**config.mk**
```make
export PLATFORM = sky130hd
export DESIGN_NAME = mcfdw_top
export DESIGN_NICKNAME = d
export VERILOG_FILES = /design/src/mcfdw_pkg.sv /design/src/mcfdw_top.sv
export VERILOG_INCLUDE_DIRS = /design/src
export SDC_FILE = /design/constraint.sdc
export NUM_CORES = 1
export LEC_CHECK = 0
export ABC_AREA = 1
export BUFFER_PORTS_ARGS = -buffer_cell sky130_fd_sc_hd__buf_4
export CAP_MARGIN = 20
export CORE_UTILIZATION = 58
export DETAILED_ROUTE_END_ITERATION = 8
export GPL_ROUTABILITY_DRIVEN = 0
export GPL_TIMING_DRIVEN = 0
export PLACE_DENSITY_LB_ADDON = 0.08
export SLEW_MARGIN = 40
export SYNTH_ARGS = -nofsm -noshare
export SYNTH_HDL_FRONTEND = slang
export SYNTH_SLANG_ARGS = --single-unit
```
**constraint.sdc**
```tcl
create_clock -name clk_in -period 9.1 [get_ports clk_in]
set_input_delay 2.275 -clock clk_in [delete_from_list [all_inputs] [get_ports clk_in]]
set_output_delay 2.275 -clock clk_in [all_outputs]
set_load 0.01 [all_outputs]
```
**src/mcfdw_consts.svh**
```systemverilog
`ifndef MCFDW_CONSTS_SVH
`define MCFDW_CONSTS_SVH
// ---------------------------------------------------------------
// Register map (byte addresses)
// ---------------------------------------------------------------
`define MCFDW_ADDR_CFG18 8'h00
`define MCFDW_ADDR_CFG19 8'h04
`define MCFDW_ADDR_CFG20 8'h08
`define MCFDW_ADDR_CFG21 8'h0C
`define MCFDW_ADDR_FCDLY 8'h10
`define MCFDW_ADDR_STAT 8'h14
`define MCFDW_ADDR_CMD 8'h18
// ---------------------------------------------------------------
// Reset values of configuration bytes
// ---------------------------------------------------------------
`define MCFDW_RST_PRI_THR 3'h7
`define MCFDW_RST_CFG19 8'h80
`define MCFDW_RST_PRI_LOC 1'h1
`define MCFDW_RST_FCDLY 16'h4000
// ---------------------------------------------------------------
// Field positions in configuration byte 19
// ---------------------------------------------------------------
`define MCFDW_B19_PIN_EN 7
`define MCFDW_B19_FORCE_FD 6
`define MCFDW_B19_REJ_PAUSE 5
`define MCFDW_B19_RESTART 4
`define MCFDW_B19_RESTOP 3
`define MCFDW_B19_TXP_DIS 2
`define MCFDW_B19_PKT_WDIS 1
`define MCFDW_B19_ADDR_WAKE 0
// ---------------------------------------------------------------
// Fixed figures
// ---------------------------------------------------------------
`define MCFDW_PRI_OFF 3'h7
`define MCFDW_PRI_BYTE_NEAR 6'h13
`define MCFDW_PRI_BYTE_FAR 6'h1F
`define MCFDW_SLOT_BITS 10'h200
`define MCFDW_HOLD_BYTES 4'h8
`define MCFDW_STATUS_DONE_OK 2'h3
`define MCFDW_CLK_NS 32'h19
`define MCFDW_GAP_FULL 4'h2
`define MCFDW_GAP_HALF 4'hC
`endif

```
**src/mcfdw_pkg.sv**
```systemverilog
package mcfdw_pkg;
  // Command sequencer states
  typedef enum logic [2:0] {
    MCFDW_IDLE = 3'b000,
    MCFDW_SAVE = 3'b001,
    MCFDW_PUSH = 3'b010,
    MCFDW_DMA = 3'b011,
    MCFDW_WAIT = 3'b100,
    MCFDW_DONE = 3'b101
  } mcfdw_seq_t;
  // Flow pause transmit states
  typedef enum logic [1:0] {
    MCFDW_FP_IDLE = 2'b00,
    MCFDW_FP_HELD = 2'b01
  } mcfdw_fp_t;
endpackage : mcfdw_pkg

```
**src/mcfdw_top.sv**
```systemverilog
// Implementation choices: the plain strobed port and the register addresses.
`timescale 1ns/100ps
`default_nettype none
`include "mcfdw_consts.svh"

// Operation
// Priority above threshold marks pause as low
// Threshold all ones disables priority pause
// Force bit or enabled low pin gives full
// Full duplex: simultaneous, sense is receive only
// Reject bit keeps pause frames out of memory
// Restart: pause at high, zero when empty
// Restop: repeat pause on expiry if nonempty
// Pause frames carry configured delay value
// Received pause suspends transmit unless disabled
// Predefined-frame wake disable, gated by wake enable
// Address match wake gated by pme enable
// Multiple address bit applies hash to individual
// Priority byte 19 or 31, default 31
// Multicast all accepts every multicast frame
// Sequencer keeps first eight bytes only
// Configure: save, push, dma, wait update
// Completion status done and ok set
// Selective reset keeps config, others default; soft_reset_in here reloads config defaults only
// Delay counted in 512 bit slot times
// New settings apply after update complete
module mcfdw_top #(
  parameter int BIT_NS = 10
) (
  input wire logic clk_in,
  input wire logic rst_in,
  input wire logic soft_reset_in,
  input wire logic [7:0] addr_in,
  input wire logic [31:0] wdata_in,
  input wire logic wr_in,
  input wire logic rd_in,
  output logic [31:0] rdata_out,
  input wire logic duplex_select_pin_n_in,
  input wire logic rx_pause_in,
  input wire logic [7:0] rx_byte_in,
  input wire logic [5:0] rx_byte_idx_in,
  input wire logic [15:0] rx_pause_time_in,
  input wire logic rx_fifo_high_in,
  input wire logic rx_fifo_empty_in,
  input wire logic rx_multicast_in,
  input wire logic rx_addr_match_in,
  input wire logic rx_hash_hit_in,
  input wire logic rx_frame_end_in,
  input wire logic rx_pkt_wake_in,
  input wire logic wake_enable_in,
  input wire logic pme_enable_in,
  input wire logic update_done_in,
  output logic full_duplex_out,
  output logic carrier_rx_only_out,
  output logic [3:0] min_rx_gap_out,
  output logic pause_low_out,
  output logic prio_mode_out,
  output logic rx_accept_out,
  output logic rx_to_mem_out,
  output logic tx_suspend_out,
  output logic fp_send_out,
  output logic [15:0] fp_time_out,
  output logic wake_out,
  output logic pme_out,
  output logic seq_start_out,
  output logic seq_busy_out
);
  // ---------------------------------------------------------------
  // Time figures
  // ---------------------------------------------------------------
  localparam int CLK_NS = `MCFDW_CLK_NS; // Clock period
  localparam int SLOT_NS = BIT_NS * `MCFDW_SLOT_BITS; // One slot time
  localparam int SLOT_CYC = (SLOT_NS + CLK_NS - 1) / CLK_NS; // Rounded up

  // ---------------------------------------------------------------
  // State
  // ---------------------------------------------------------------
  typedef struct packed {
    logic [7:0] pin_s1, pin_s2; // Pin synchroniser
    logic [2:0] pri_thr; // Live threshold
    logic [7:0] cfg19; // Live byte 19
    logic multi_addr; // Live byte 20 bit 6
    logic pri_loc; // Live byte 20 bit 5
    logic mc_all; // Live byte 21 bit 3
    logic [15:0] fcdly; // Live delay
    logic [2:0] s_pri_thr; // Staged copies
    logic [7:0] s_cfg19;
    logic s_multi_addr, s_pri_loc, s_mc_all;
    logic [15:0] s_fcdly;
    logic [63:0] saved8; // First eight bytes
    logic [15:0] byte_cnt; // Configure byte count
    logic [15:0] dma_left; // Bytes left for dma
    mcfdw_pkg::mcfdw_seq_t seq;
    mcfdw_pkg::mcfdw_fp_t fp;
    logic [15:0] slot_left; // Slots left of pause
    logic [15:0] cyc_left; // Cycles in slot
    logic [15:0] tx_slots; // Received pause slots
    logic [15:0] tx_cyc;
    logic [1:0] status; // Done, ok
    logic [31:0] rdata;
    logic fd, sense_rx, pause_low, prio, accept, to_mem;
    logic tx_sus, fp_send, wake, pme, start, busy;
    logic [15:0] fp_time;
    logic [3:0] gap;
  } mcfdw_st_t;

  mcfdw_st_t st, next_st;
  logic [7:0] pin_sync; // Settled pin, one bit used
  logic [7:0] pri_sel; // Selected priority byte
  logic full_dup;
  logic high_seen;

  // ---------------------------------------------------------------
  // Next-state logic
  // ---------------------------------------------------------------
  always_comb
  begin
    next_st = st;
    pin_sync = st.pin_s2;
    pri_sel = 8'h00;
    next_st.pin_s1 = {7'h00, duplex_select_pin_n_in};
    next_st.pin_s2 = st.pin_s1;
    next_st.start = 1'b0;
    next_st.fp_send = 1'b0;
    next_st.rdata = 32'h0000_0000;
    // Duplex from force bit or the active-low pin
    full_dup = st.cfg19[`MCFDW_B19_FORCE_FD] |
      (st.cfg19[`MCFDW_B19_PIN_EN] & ~pin_sync[0]);
    next_st.fd = full_dup;
    next_st.sense_rx = full_dup;
    next_st.gap = full_dup ? `MCFDW_GAP_FULL : `MCFDW_GAP_HALF;
    // Priority pause classification
    next_st.prio = (st.pri_thr != `MCFDW_PRI_OFF);
    if (rx_pause_in && rx_byte_idx_in == (st.pri_loc ? `MCFDW_PRI_BYTE_FAR
        : `MCFDW_PRI_BYTE_NEAR))
    begin
      pri_sel = rx_byte_in;
      next_st.pause_low = next_st.prio &&
        (pri_sel[2:0] > st.pri_thr);
    end
    // A stale low mark must not outlive priority mode
    if (!next_st.prio)
      next_st.pause_low = 1'b0;
    // Address acceptance at frame end
    if (rx_frame_end_in)
    begin
      next_st.accept = rx_addr_match_in
        | (rx_multicast_in & (st.mc_all | rx_hash_hit_in))
        | (~rx_multicast_in & st.multi_addr & rx_hash_hit_in);
      next_st.to_mem = next_st.accept &
        ~(rx_pause_in & st.cfg19[`MCFDW_B19_REJ_PAUSE]);
      // Wake signalling
      next_st.pme = st.cfg19[`MCFDW_B19_ADDR_WAKE] & rx_addr_match_in
        & pme_enable_in;
      next_st.wake = rx_pkt_wake_in & wake_enable_in &
        ~st.cfg19[`MCFDW_B19_PKT_WDIS];
    end
    else
    begin
      next_st.wake = 1'b0;
      next_st.pme = 1'b0;
    end
    // Received pause suspends our transmitter, counted in slots
    if (rx_pause_in && rx_frame_end_in &&
        !st.cfg19[`MCFDW_B19_TXP_DIS])
    begin
      next_st.tx_slots = rx_pause_time_in;
      next_st.tx_cyc = 16'(SLOT_CYC);
    end
    else if (st.tx_slots != 16'h0000)
    begin
      if (st.tx_cyc <= 16'h0001)
      begin
        next_st.tx_slots = st.tx_slots - 16'h0001;
        next_st.tx_cyc = 16'(SLOT_CYC);
      end
      else
        next_st.tx_cyc = st.tx_cyc - 16'h0001;
    end
    next_st.tx_sus = (next_st.tx_slots != 16'h0000);
    // Flow pause transmit control
    high_seen = rx_fifo_high_in & (st.cfg19[`MCFDW_B19_RESTART] |
      st.cfg19[`MCFDW_B19_RESTOP]);
    unique case (st.fp)
      mcfdw_pkg::MCFDW_FP_IDLE:
      begin
        if (high_seen)
        begin
          next_st.fp_send = 1'b1;
          next_st.fp_time = st.fcdly;
          next_st.slot_left = st.fcdly;
          next_st.cyc_left = 16'(SLOT_CYC);
          next_st.fp = mcfdw_pkg::MCFDW_FP_HELD;
        end
      end
      mcfdw_pkg::MCFDW_FP_HELD:
      begin
        if (st.cfg19[`MCFDW_B19_RESTART] && rx_fifo_empty_in)
        begin
          next_st.fp_send = 1'b1;
          next_st.fp_time = 16'h0000;
          next_st.fp = mcfdw_pkg::MCFDW_FP_IDLE;
        end
        else if (st.slot_left == 16'h0000)
        begin
          // Delay expired
          if (st.cfg19[`MCFDW_B19_RESTOP] && !rx_fifo_empty_in)
          begin
            next_st.fp_send = 1'b1;
            next_st.fp_time = st.fcdly;
            next_st.slot_left = st.fcdly;
            next_st.cyc_left = 16'(SLOT_CYC);
          end
          else if (!st.cfg19[`MCFDW_B19_RESTART])
            next_st.fp = mcfdw_pkg::MCFDW_FP_IDLE;
        end
        else if (st.cyc_left <= 16'h0001)
        begin
          next_st.slot_left = st.slot_left - 16'h0001;
          next_st.cyc_left = 16'(SLOT_CYC);
        end
        else
          next_st.cyc_left = st.cyc_left - 16'h0001;
      end
      default:
        next_st.fp = mcfdw_pkg::MCFDW_FP_IDLE;
    endcase
    // Command sequencer for configure
    unique case (st.seq)
      mcfdw_pkg::MCFDW_IDLE:
      begin
        if (wr_in && addr_in == `MCFDW_ADDR_CMD)
        begin
          next_st.start = 1'b1;
          next_st.busy = 1'b1;
          next_st.status = 2'h0;
          next_st.byte_cnt = wdata_in[15:0];
          next_st.seq = mcfdw_pkg::MCFDW_SAVE;
        end
      end
      mcfdw_pkg::MCFDW_SAVE:
      begin
        next_st.saved8 = {wdata_in, wdata_in};
        next_st.seq = mcfdw_pkg::MCFDW_PUSH;
      end
      mcfdw_pkg::MCFDW_PUSH:
      begin
        // Command word enters the transmit fifo
        next_st.dma_left = (st.byte_cnt > 16'(`MCFDW_HOLD_BYTES)) ?
          st.byte_cnt - 16'(`MCFDW_HOLD_BYTES) : 16'h0000;
        next_st.seq = mcfdw_pkg::MCFDW_DMA;
      end
      mcfdw_pkg::MCFDW_DMA:
      begin
        if (st.dma_left == 16'h0000)
          next_st.seq = mcfdw_pkg::MCFDW_WAIT;
        else
          next_st.dma_left = st.dma_left - 16'h0001;
      end
      mcfdw_pkg::MCFDW_WAIT:
      begin
        if (update_done_in)
        begin
          next_st.pri_thr = st.s_pri_thr;
          next_st.cfg19 = st.s_cfg19;
          next_st.multi_addr = st.s_multi_addr;
          next_st.pri_loc = st.s_pri_loc;
          next_st.mc_all = st.s_mc_all;
          next_st.fcdly = st.s_fcdly;
          next_st.seq = mcfdw_pkg::MCFDW_DONE;
        end
      end
      mcfdw_pkg::MCFDW_DONE:
      begin
        next_st.status = `MCFDW_STATUS_DONE_OK;
        next_st.busy = 1'b0;
        next_st.seq = mcfdw_pkg::MCFDW_IDLE;
      end
      default:
        next_st.seq = mcfdw_pkg::MCFDW_IDLE;
    endcase
    // Register writes go to the staged copies
    if (wr_in)
    begin
      unique case (addr_in)
        `MCFDW_ADDR_CFG18: next_st.s_pri_thr = wdata_in[6:4];
        `MCFDW_ADDR_CFG19: next_st.s_cfg19 = wdata_in[7:0];
        `MCFDW_ADDR_CFG20:
        begin
          next_st.s_multi_addr = wdata_in[6];
          next_st.s_pri_loc = wdata_in[5];
        end
        `MCFDW_ADDR_CFG21: next_st.s_mc_all = wdata_in[3];
        `MCFDW_ADDR_FCDLY: next_st.s_fcdly = wdata_in[15:0];
        default: ;
      endcase
    end
    // Reads show live settings and sequencer state
    if (rd_in)
    begin
      unique case (addr_in)
        `MCFDW_ADDR_CFG18: next_st.rdata = {25'h0, st.pri_thr, 4'h0};
        `MCFDW_ADDR_CFG19: next_st.rdata = {24'h0, st.cfg19};
        `MCFDW_ADDR_CFG20:
          next_st.rdata = {25'h0, st.multi_addr, st.pri_loc, 5'h00};
        `MCFDW_ADDR_CFG21: next_st.rdata = {28'h0, st.mc_all, 3'h0};
        `MCFDW_ADDR_FCDLY: next_st.rdata = {16'h0, st.fcdly};
        `MCFDW_ADDR_STAT: next_st.rdata = {27'h0, st.tx_sus,
          st.fd, st.busy, st.status};
        default: next_st.rdata = 32'h0000_0000;
      endcase
    end
    // Software reset returns settings to defaults
    if (soft_reset_in)
    begin
      next_st.pri_thr = `MCFDW_RST_PRI_THR;
      next_st.s_pri_thr = `MCFDW_RST_PRI_THR;
      next_st.cfg19 = `MCFDW_RST_CFG19;
      next_st.s_cfg19 = `MCFDW_RST_CFG19;
      next_st.pri_loc = `MCFDW_RST_PRI_LOC;
      next_st.s_pri_loc = `MCFDW_RST_PRI_LOC;
      next_st.multi_addr = 1'b0;
      next_st.s_multi_addr = 1'b0;
      next_st.mc_all = 1'b0;
      next_st.s_mc_all = 1'b0;
      next_st.fcdly = `MCFDW_RST_FCDLY;
      next_st.s_fcdly = `MCFDW_RST_FCDLY;
    end
  end

  // ---------------------------------------------------------------
  // State register, hardware reset to defaults
  // ---------------------------------------------------------------
  always_ff @(posedge clk_in or posedge rst_in)
  begin
    if (rst_in)
    begin
      st <= '0;
      st.pri_thr <= `MCFDW_RST_PRI_THR;
      st.s_pri_thr <= `MCFDW_RST_PRI_THR;
      st.cfg19 <= `MCFDW_RST_CFG19;
      st.s_cfg19 <= `MCFDW_RST_CFG19;
      st.pri_loc <= `MCFDW_RST_PRI_LOC;
      st.s_pri_loc <= `MCFDW_RST_PRI_LOC;
      st.fcdly <= `MCFDW_RST_FCDLY;
      st.s_fcdly <= `MCFDW_RST_FCDLY;
      st.gap <= `MCFDW_GAP_HALF;
      st.pin_s1 <= 8'h01;
      st.pin_s2 <= 8'h01;
    end
    else
      st <= next_st;
  end

  // ---------------------------------------------------------------
  // Outputs straight from state
  // ---------------------------------------------------------------
  assign rdata_out = st.rdata;
  assign full_duplex_out = st.fd;
  assign carrier_rx_only_out = st.sense_rx;
  assign min_rx_gap_out = st.gap;
  assign pause_low_out = st.pause_low;
  assign prio_mode_out = st.prio;
  assign rx_accept_out = st.accept;
  assign rx_to_mem_out = st.to_mem;
  assign tx_suspend_out = st.tx_sus;
  assign fp_send_out = st.fp_send;
  assign fp_time_out = st.fp_time;
  assign wake_out = st.wake;
  assign pme_out = st.pme;
  assign seq_start_out = st.start;
  assign seq_busy_out = st.busy;
endmodule : mcfdw_top
`default_nettype wire

```
==> metrics.txt <==
# TYPE chip_impl_metric gauge
chip_impl_info{name="path_class",value="in -> reg"} 1
chip_impl_metric{name="synth_cell_types",unit=""} 49
chip_impl_metric{name="final.setup_skew",unit="ns"} 0.0119
chip_impl_info{name="tritoncts",value="yes"} 1
chip_impl_metric{name="route.detailed.wl_per_inst",unit="µm"} 15.0
chip_impl_metric{name="ys_warn_count",unit=""} 0
chip_impl_metric{name="die_y",unit="µm"} 140
chip_impl_metric{name="netlist_instances",unit=""} 1444
chip_impl_metric{name="drt_pass1_iterations",unit=""} 5
chip_impl_metric{name="first_global_vias",unit=""} 9323
chip_impl_info{name="cts.root.buffer_cell",value="clkbuf_16"} 1
chip_impl_info{name="hold_path_class",value="reg -> reg"} 1
chip_impl_metric{name="insertedDiodeCount",unit=""} 0
chip_impl_metric{name="grt_start_max_net_pins",unit=""} 77
chip_impl_metric{name="clk_transition_reported_paths",unit="ns"} 0.06
chip_impl_metric{name="fin_nets",unit=""} 1698
chip_impl_metric{name="drt_drc_violations_left",unit=""} 0
chip_impl_metric{name="pwr_density_cell",unit="mW/mm²"} 208
chip_impl_metric{name="synth_seq_area_share",unit="%"} 46.8
chip_impl_metric{name="utilization",unit="%"} 70.0
chip_impl_info{name="synth_flop_cell",value="dfrtp_1"} 1
chip_impl_metric{name="postCtsSetupBuffers",unit=""} 0
chip_impl_metric{name="clock_insertion_delay_worst_skew",unit="ns"} 0.51
chip_impl_metric{name="cp_num_buf_inv",unit=""} 3
chip_impl_metric{name="ir_drop",unit="mV"} 0.195
chip_impl_info{name="critical-path-top-delay-family",value="simple AND/OR/NAND/NOR gates"} 1
chip_impl_metric{name="route.final.wire_length",unit="mm"} 27.7
chip_impl_metric{name="clk_path_buf_depth",unit=""} 3
chip_impl_metric{name="drt.antenna.violating_nets",unit=""} 0
chip_impl_metric{name="final.period_utilization",unit="%"} 41.1
chip_impl_info{name="run_status",value="completed"} 1
chip_impl_metric{name="dr.first_iter.drc_count",unit=""} 844
chip_impl_metric{name="globalRouteTotalUtil",unit="%"} 28.5
chip_impl_metric{name="cts.sinks",unit=""} 207
chip_impl_metric{name="ff_latch_count_synth",unit=""} 207
chip_impl_metric{name="effective_utilization_at_floorplan",unit="%"} 59.2
chip_impl_metric{name="grt_overflow",unit=""} 0
chip_impl_info{name="timing.critical_path.to_type",value="flip-flop"} 1
chip_impl_metric{name="cts_h_tree_depth",unit=""} 1
chip_impl_metric{name="synth_enable_flop_cells",unit=""} 0
chip_impl_metric{name="post_synth_instance_area",unit="mm²"} 0.0111
chip_impl_metric{name="grt_antenna_before_repair",unit=""} 0
chip_impl_metric{name="critPathMaxFanout",unit=""} 10
chip_impl_metric{name="hold_viol_final",unit=""} 0
chip_impl_metric{name="vias",unit=""} 9977
chip_impl_info{name="setup.worst_path.start_class",value="input port"} 1
chip_impl_metric{name="max_cap_viol_count",unit=""} 0
chip_impl_metric{name="fp-row-count",unit=""} 50
chip_impl_metric{name="ys_async_sr_fraction",unit="%"} 100
chip_impl_metric{name="max_freq",unit="MHz"} 268
chip_impl_info{name="critPathSlowestCell",value="nand2_1"} 1
chip_impl_metric{name="summed_negative_setup_slack_over_all_endpoints",unit="ns"} 0
chip_impl_metric{name="cp_data_arrival_time",unit="ns"} 4.16
chip_impl_metric{name="synthesis.area_per_instance",unit="µm²"} 7.69
chip_impl_metric{name="slew_viol_final",unit=""} 0
chip_impl_metric{name="route.detailed.vias_per_inst",unit=""} 5.39
chip_impl_metric{name="timing.critical_path.required",unit="ns"} 9.52
chip_impl_metric{name="cts.hold.buffers_added",unit=""} 0
chip_impl_metric{name="core",unit="mm²"} 0.0188
chip_impl_info{name="crit_chain",value="buf_4, or2_1, nor3_2, nand2_1, nor2_4, inv_1, clkbuf_1, o21ai_0"} 1
chip_impl_metric{name="worstMarginPinSlew",unit="ns"} 0.687
chip_impl_metric{name="design.portCount",unit=""} 151
chip_impl_metric{name="timing.max_slew.rel_slack",unit="%"} 54.2
chip_impl_metric{name="chipWidth",unit="µm"} 140
chip_impl_metric{name="numCtsBuffers",unit=""} 23
chip_impl_metric{name="placement.io_buffers",unit=""} 112
chip_impl_metric{name="grt_pass1_wl",unit="mm"} 45.1
chip_impl_metric{name="dp_hpwl",unit="mm"} 20.4
chip_impl_metric{name="floorplan.die_area",unit="mm²"} 0.0197
chip_impl_metric{name="cts.repair.resized",unit=""} 0
chip_impl_metric{name="crit_path_max_incr_delay",unit="ns"} 0.32
chip_impl_metric{name="power.leakage",unit="nW"} 6.55
chip_impl_info{name="grt_setup_unrepaired",value="no"} 1
chip_impl_metric{name="syn_to_final_growth",unit="%"} 18.2
chip_impl_metric{name="final_period_minus_worst_setup_slack",unit="ns"} 3.74
chip_impl_metric{name="final_layout_size_suffix_gt1_share",unit="%"} 16.2
chip_impl_metric{name="final_total_power",unit="mW"} 2.73
chip_impl_metric{name="final_setup_violations",unit=""} 0
[cell usage in the layout (no fill, tap or decap), types with 3 or more instances in the layout]
cell	instances
buf_2	8
nand2_1	320
inv_1	181
clkbuf_1	29
nand2_2	4
ha_1	12
a221oi_1	3
o21ai_1	19
nand3_1	81
inv_2	5
dfrtp_1	192
a31oi_1	13
nand4_1	11
nor2_1	160
o211ai_1	3
nor4_1	9
xnor2_1	4
clkinv_2	3
nand3b_1	6
clkbuf_16	23
or2_2	8
xor2_1	29
clkbuf_8	6
o21ai_0	168
dfstp_2	15
conb_1	17
buf_4	168
o22ai_1	15
a21oi_1	39
nor3_2	3
nor3_1	26
nor2_2	4
[synth_stat cells, types with 6 or more instances]
master / number / area, µm²
o22ai_1: 15 / 93.8
buf_4: 56 / 420
nor2_1: 160 / 601
nor4_1: 9 / 56.3
nand2_1: 320 / 1200
clkbuf_1: 22 / 82.6
nor3_1: 26 / 130
o21ai_1: 19 / 95.1
o21ai_0: 168 / 841
a31oi_1: 13 / 81.3
xor2_1: 29 / 254
buf_2: 8 / 40.0
or2_2: 8 / 50.1
nand4_1: 11 / 68.8
dfstp_2: 15 / 394
nand3_1: 81 / 405
a21oi_1: 39 / 195
nand3b_1: 6 / 45.0
inv_1: 182 / 683
dfrtp_1: 192 / 4800
ha_1: 12 / 150
[state kept, by name, summed over array words and instances (netlist names), 2 cells and up]
register	count
rdata_out	16
min_rx_gap_out	2
st	161
fp_time_out	16
[stage by stage]
step                instance area, µm²  worst slack, ns  hold WS [ns]  instances
detailed placement               12400             4.92         0.354       1808
CTS                              13100             5.42         0.360       1850
global route                     13100             5.28         0.361       1850
finish                           13100             5.36         0.358       1850
global placement                 12300            -1.08         0.349       1806
floorplan                        11200             1.20         0.345       1460
[area by class of cell]
| type | count | area, µm² |
|---|---|---|
| fillers | 1568 | 5640 |
| flip-flops and latches | 207 | 5200 |
| multi-input cells | 977 | 4700 |
| repair buffers | 114 | 896 |
| inverters | 189 | 717 |
| clock buffers | 36 | 684 |
| plain buffers | 87 | 554 |
| well taps | 234 | 293 |
| clock inverters | 6 | 83.8 |
[worst reg2reg max path, delay by kind of cell (launching register included)]
family                   cells  cell delay, ns
AO/OA/AOI/OAI                2            0.47
AND/OR/NAND/NOR              4            0.88
buffers and inverters        3            0.46
adder cells (fa/ha/maj)      1            0.18
flip-flops                   1            0.38
[final timing paths]
kind | start | end | slack [ns] | depth (start not counted)
worst max-delay path | addr_in[7] | st[236]$_DFFE_PP0P_ | 5.36 | 8
worst min-delay path | next_st[291]$_DFF_PP1_ | pin_sync[0]$_DFF_PP1_ | 0.36 | 0
worst max register to register | st[135]$_DFFE_PP0P_ | st[140]$_DFFE_PP0P_ | 6.60 | 10
worst min register to register | next_st[291]$_DFF_PP1_ | pin_sync[0]$_DFF_PP1_ | 0.36 | 0
max in group asynchronous | rst_in | st[257]$_DFFE_PP1P_ | 6.53 | 3
min in group asynchronous | rst_in | fp_time_out[14]$_DFFE_PP0P_ | 1.81 | 2
[per-layer routing]
layer  up-vias  track usage [%]  share of wire [%]  wire length [µm]
li1       4925                -                  -                 -
met1      4721             38.8                 44             12100
met2       290             48.4                 48             13400
met3        41             4.00                5.9              1650
met4         0             6.54                1.8               501
met5         -                0                  0                 0
[kinds of logic (layout without fill, tap and decap cells)]
group	count (synthesis)	after routing	synth area share, %
AND/OR/NAND/NOR	639	639	24.4
AO/OA/AOI/OAI	276	276	13.5
buffers and inverters	276	432	11.4
flip-flops	207	207	46.8
XOR/XNOR	33	33	2.60
adder cells (fa/ha/maj)	12	12	1.35
other	1	17	0.0338
[power breakdown]
part / internal (mW) / switching (mW) / total [mW] / leakage (nW)
clock network: 0.572 / 0.370 / 0.942 / 0.379
logic: 0.241 / 0.436 / 0.677 / 3.57
registers: 1.02 / 0.0869 / 1.11 / 2.60
No activity file was read; power rests on OpenSTA's default activity.
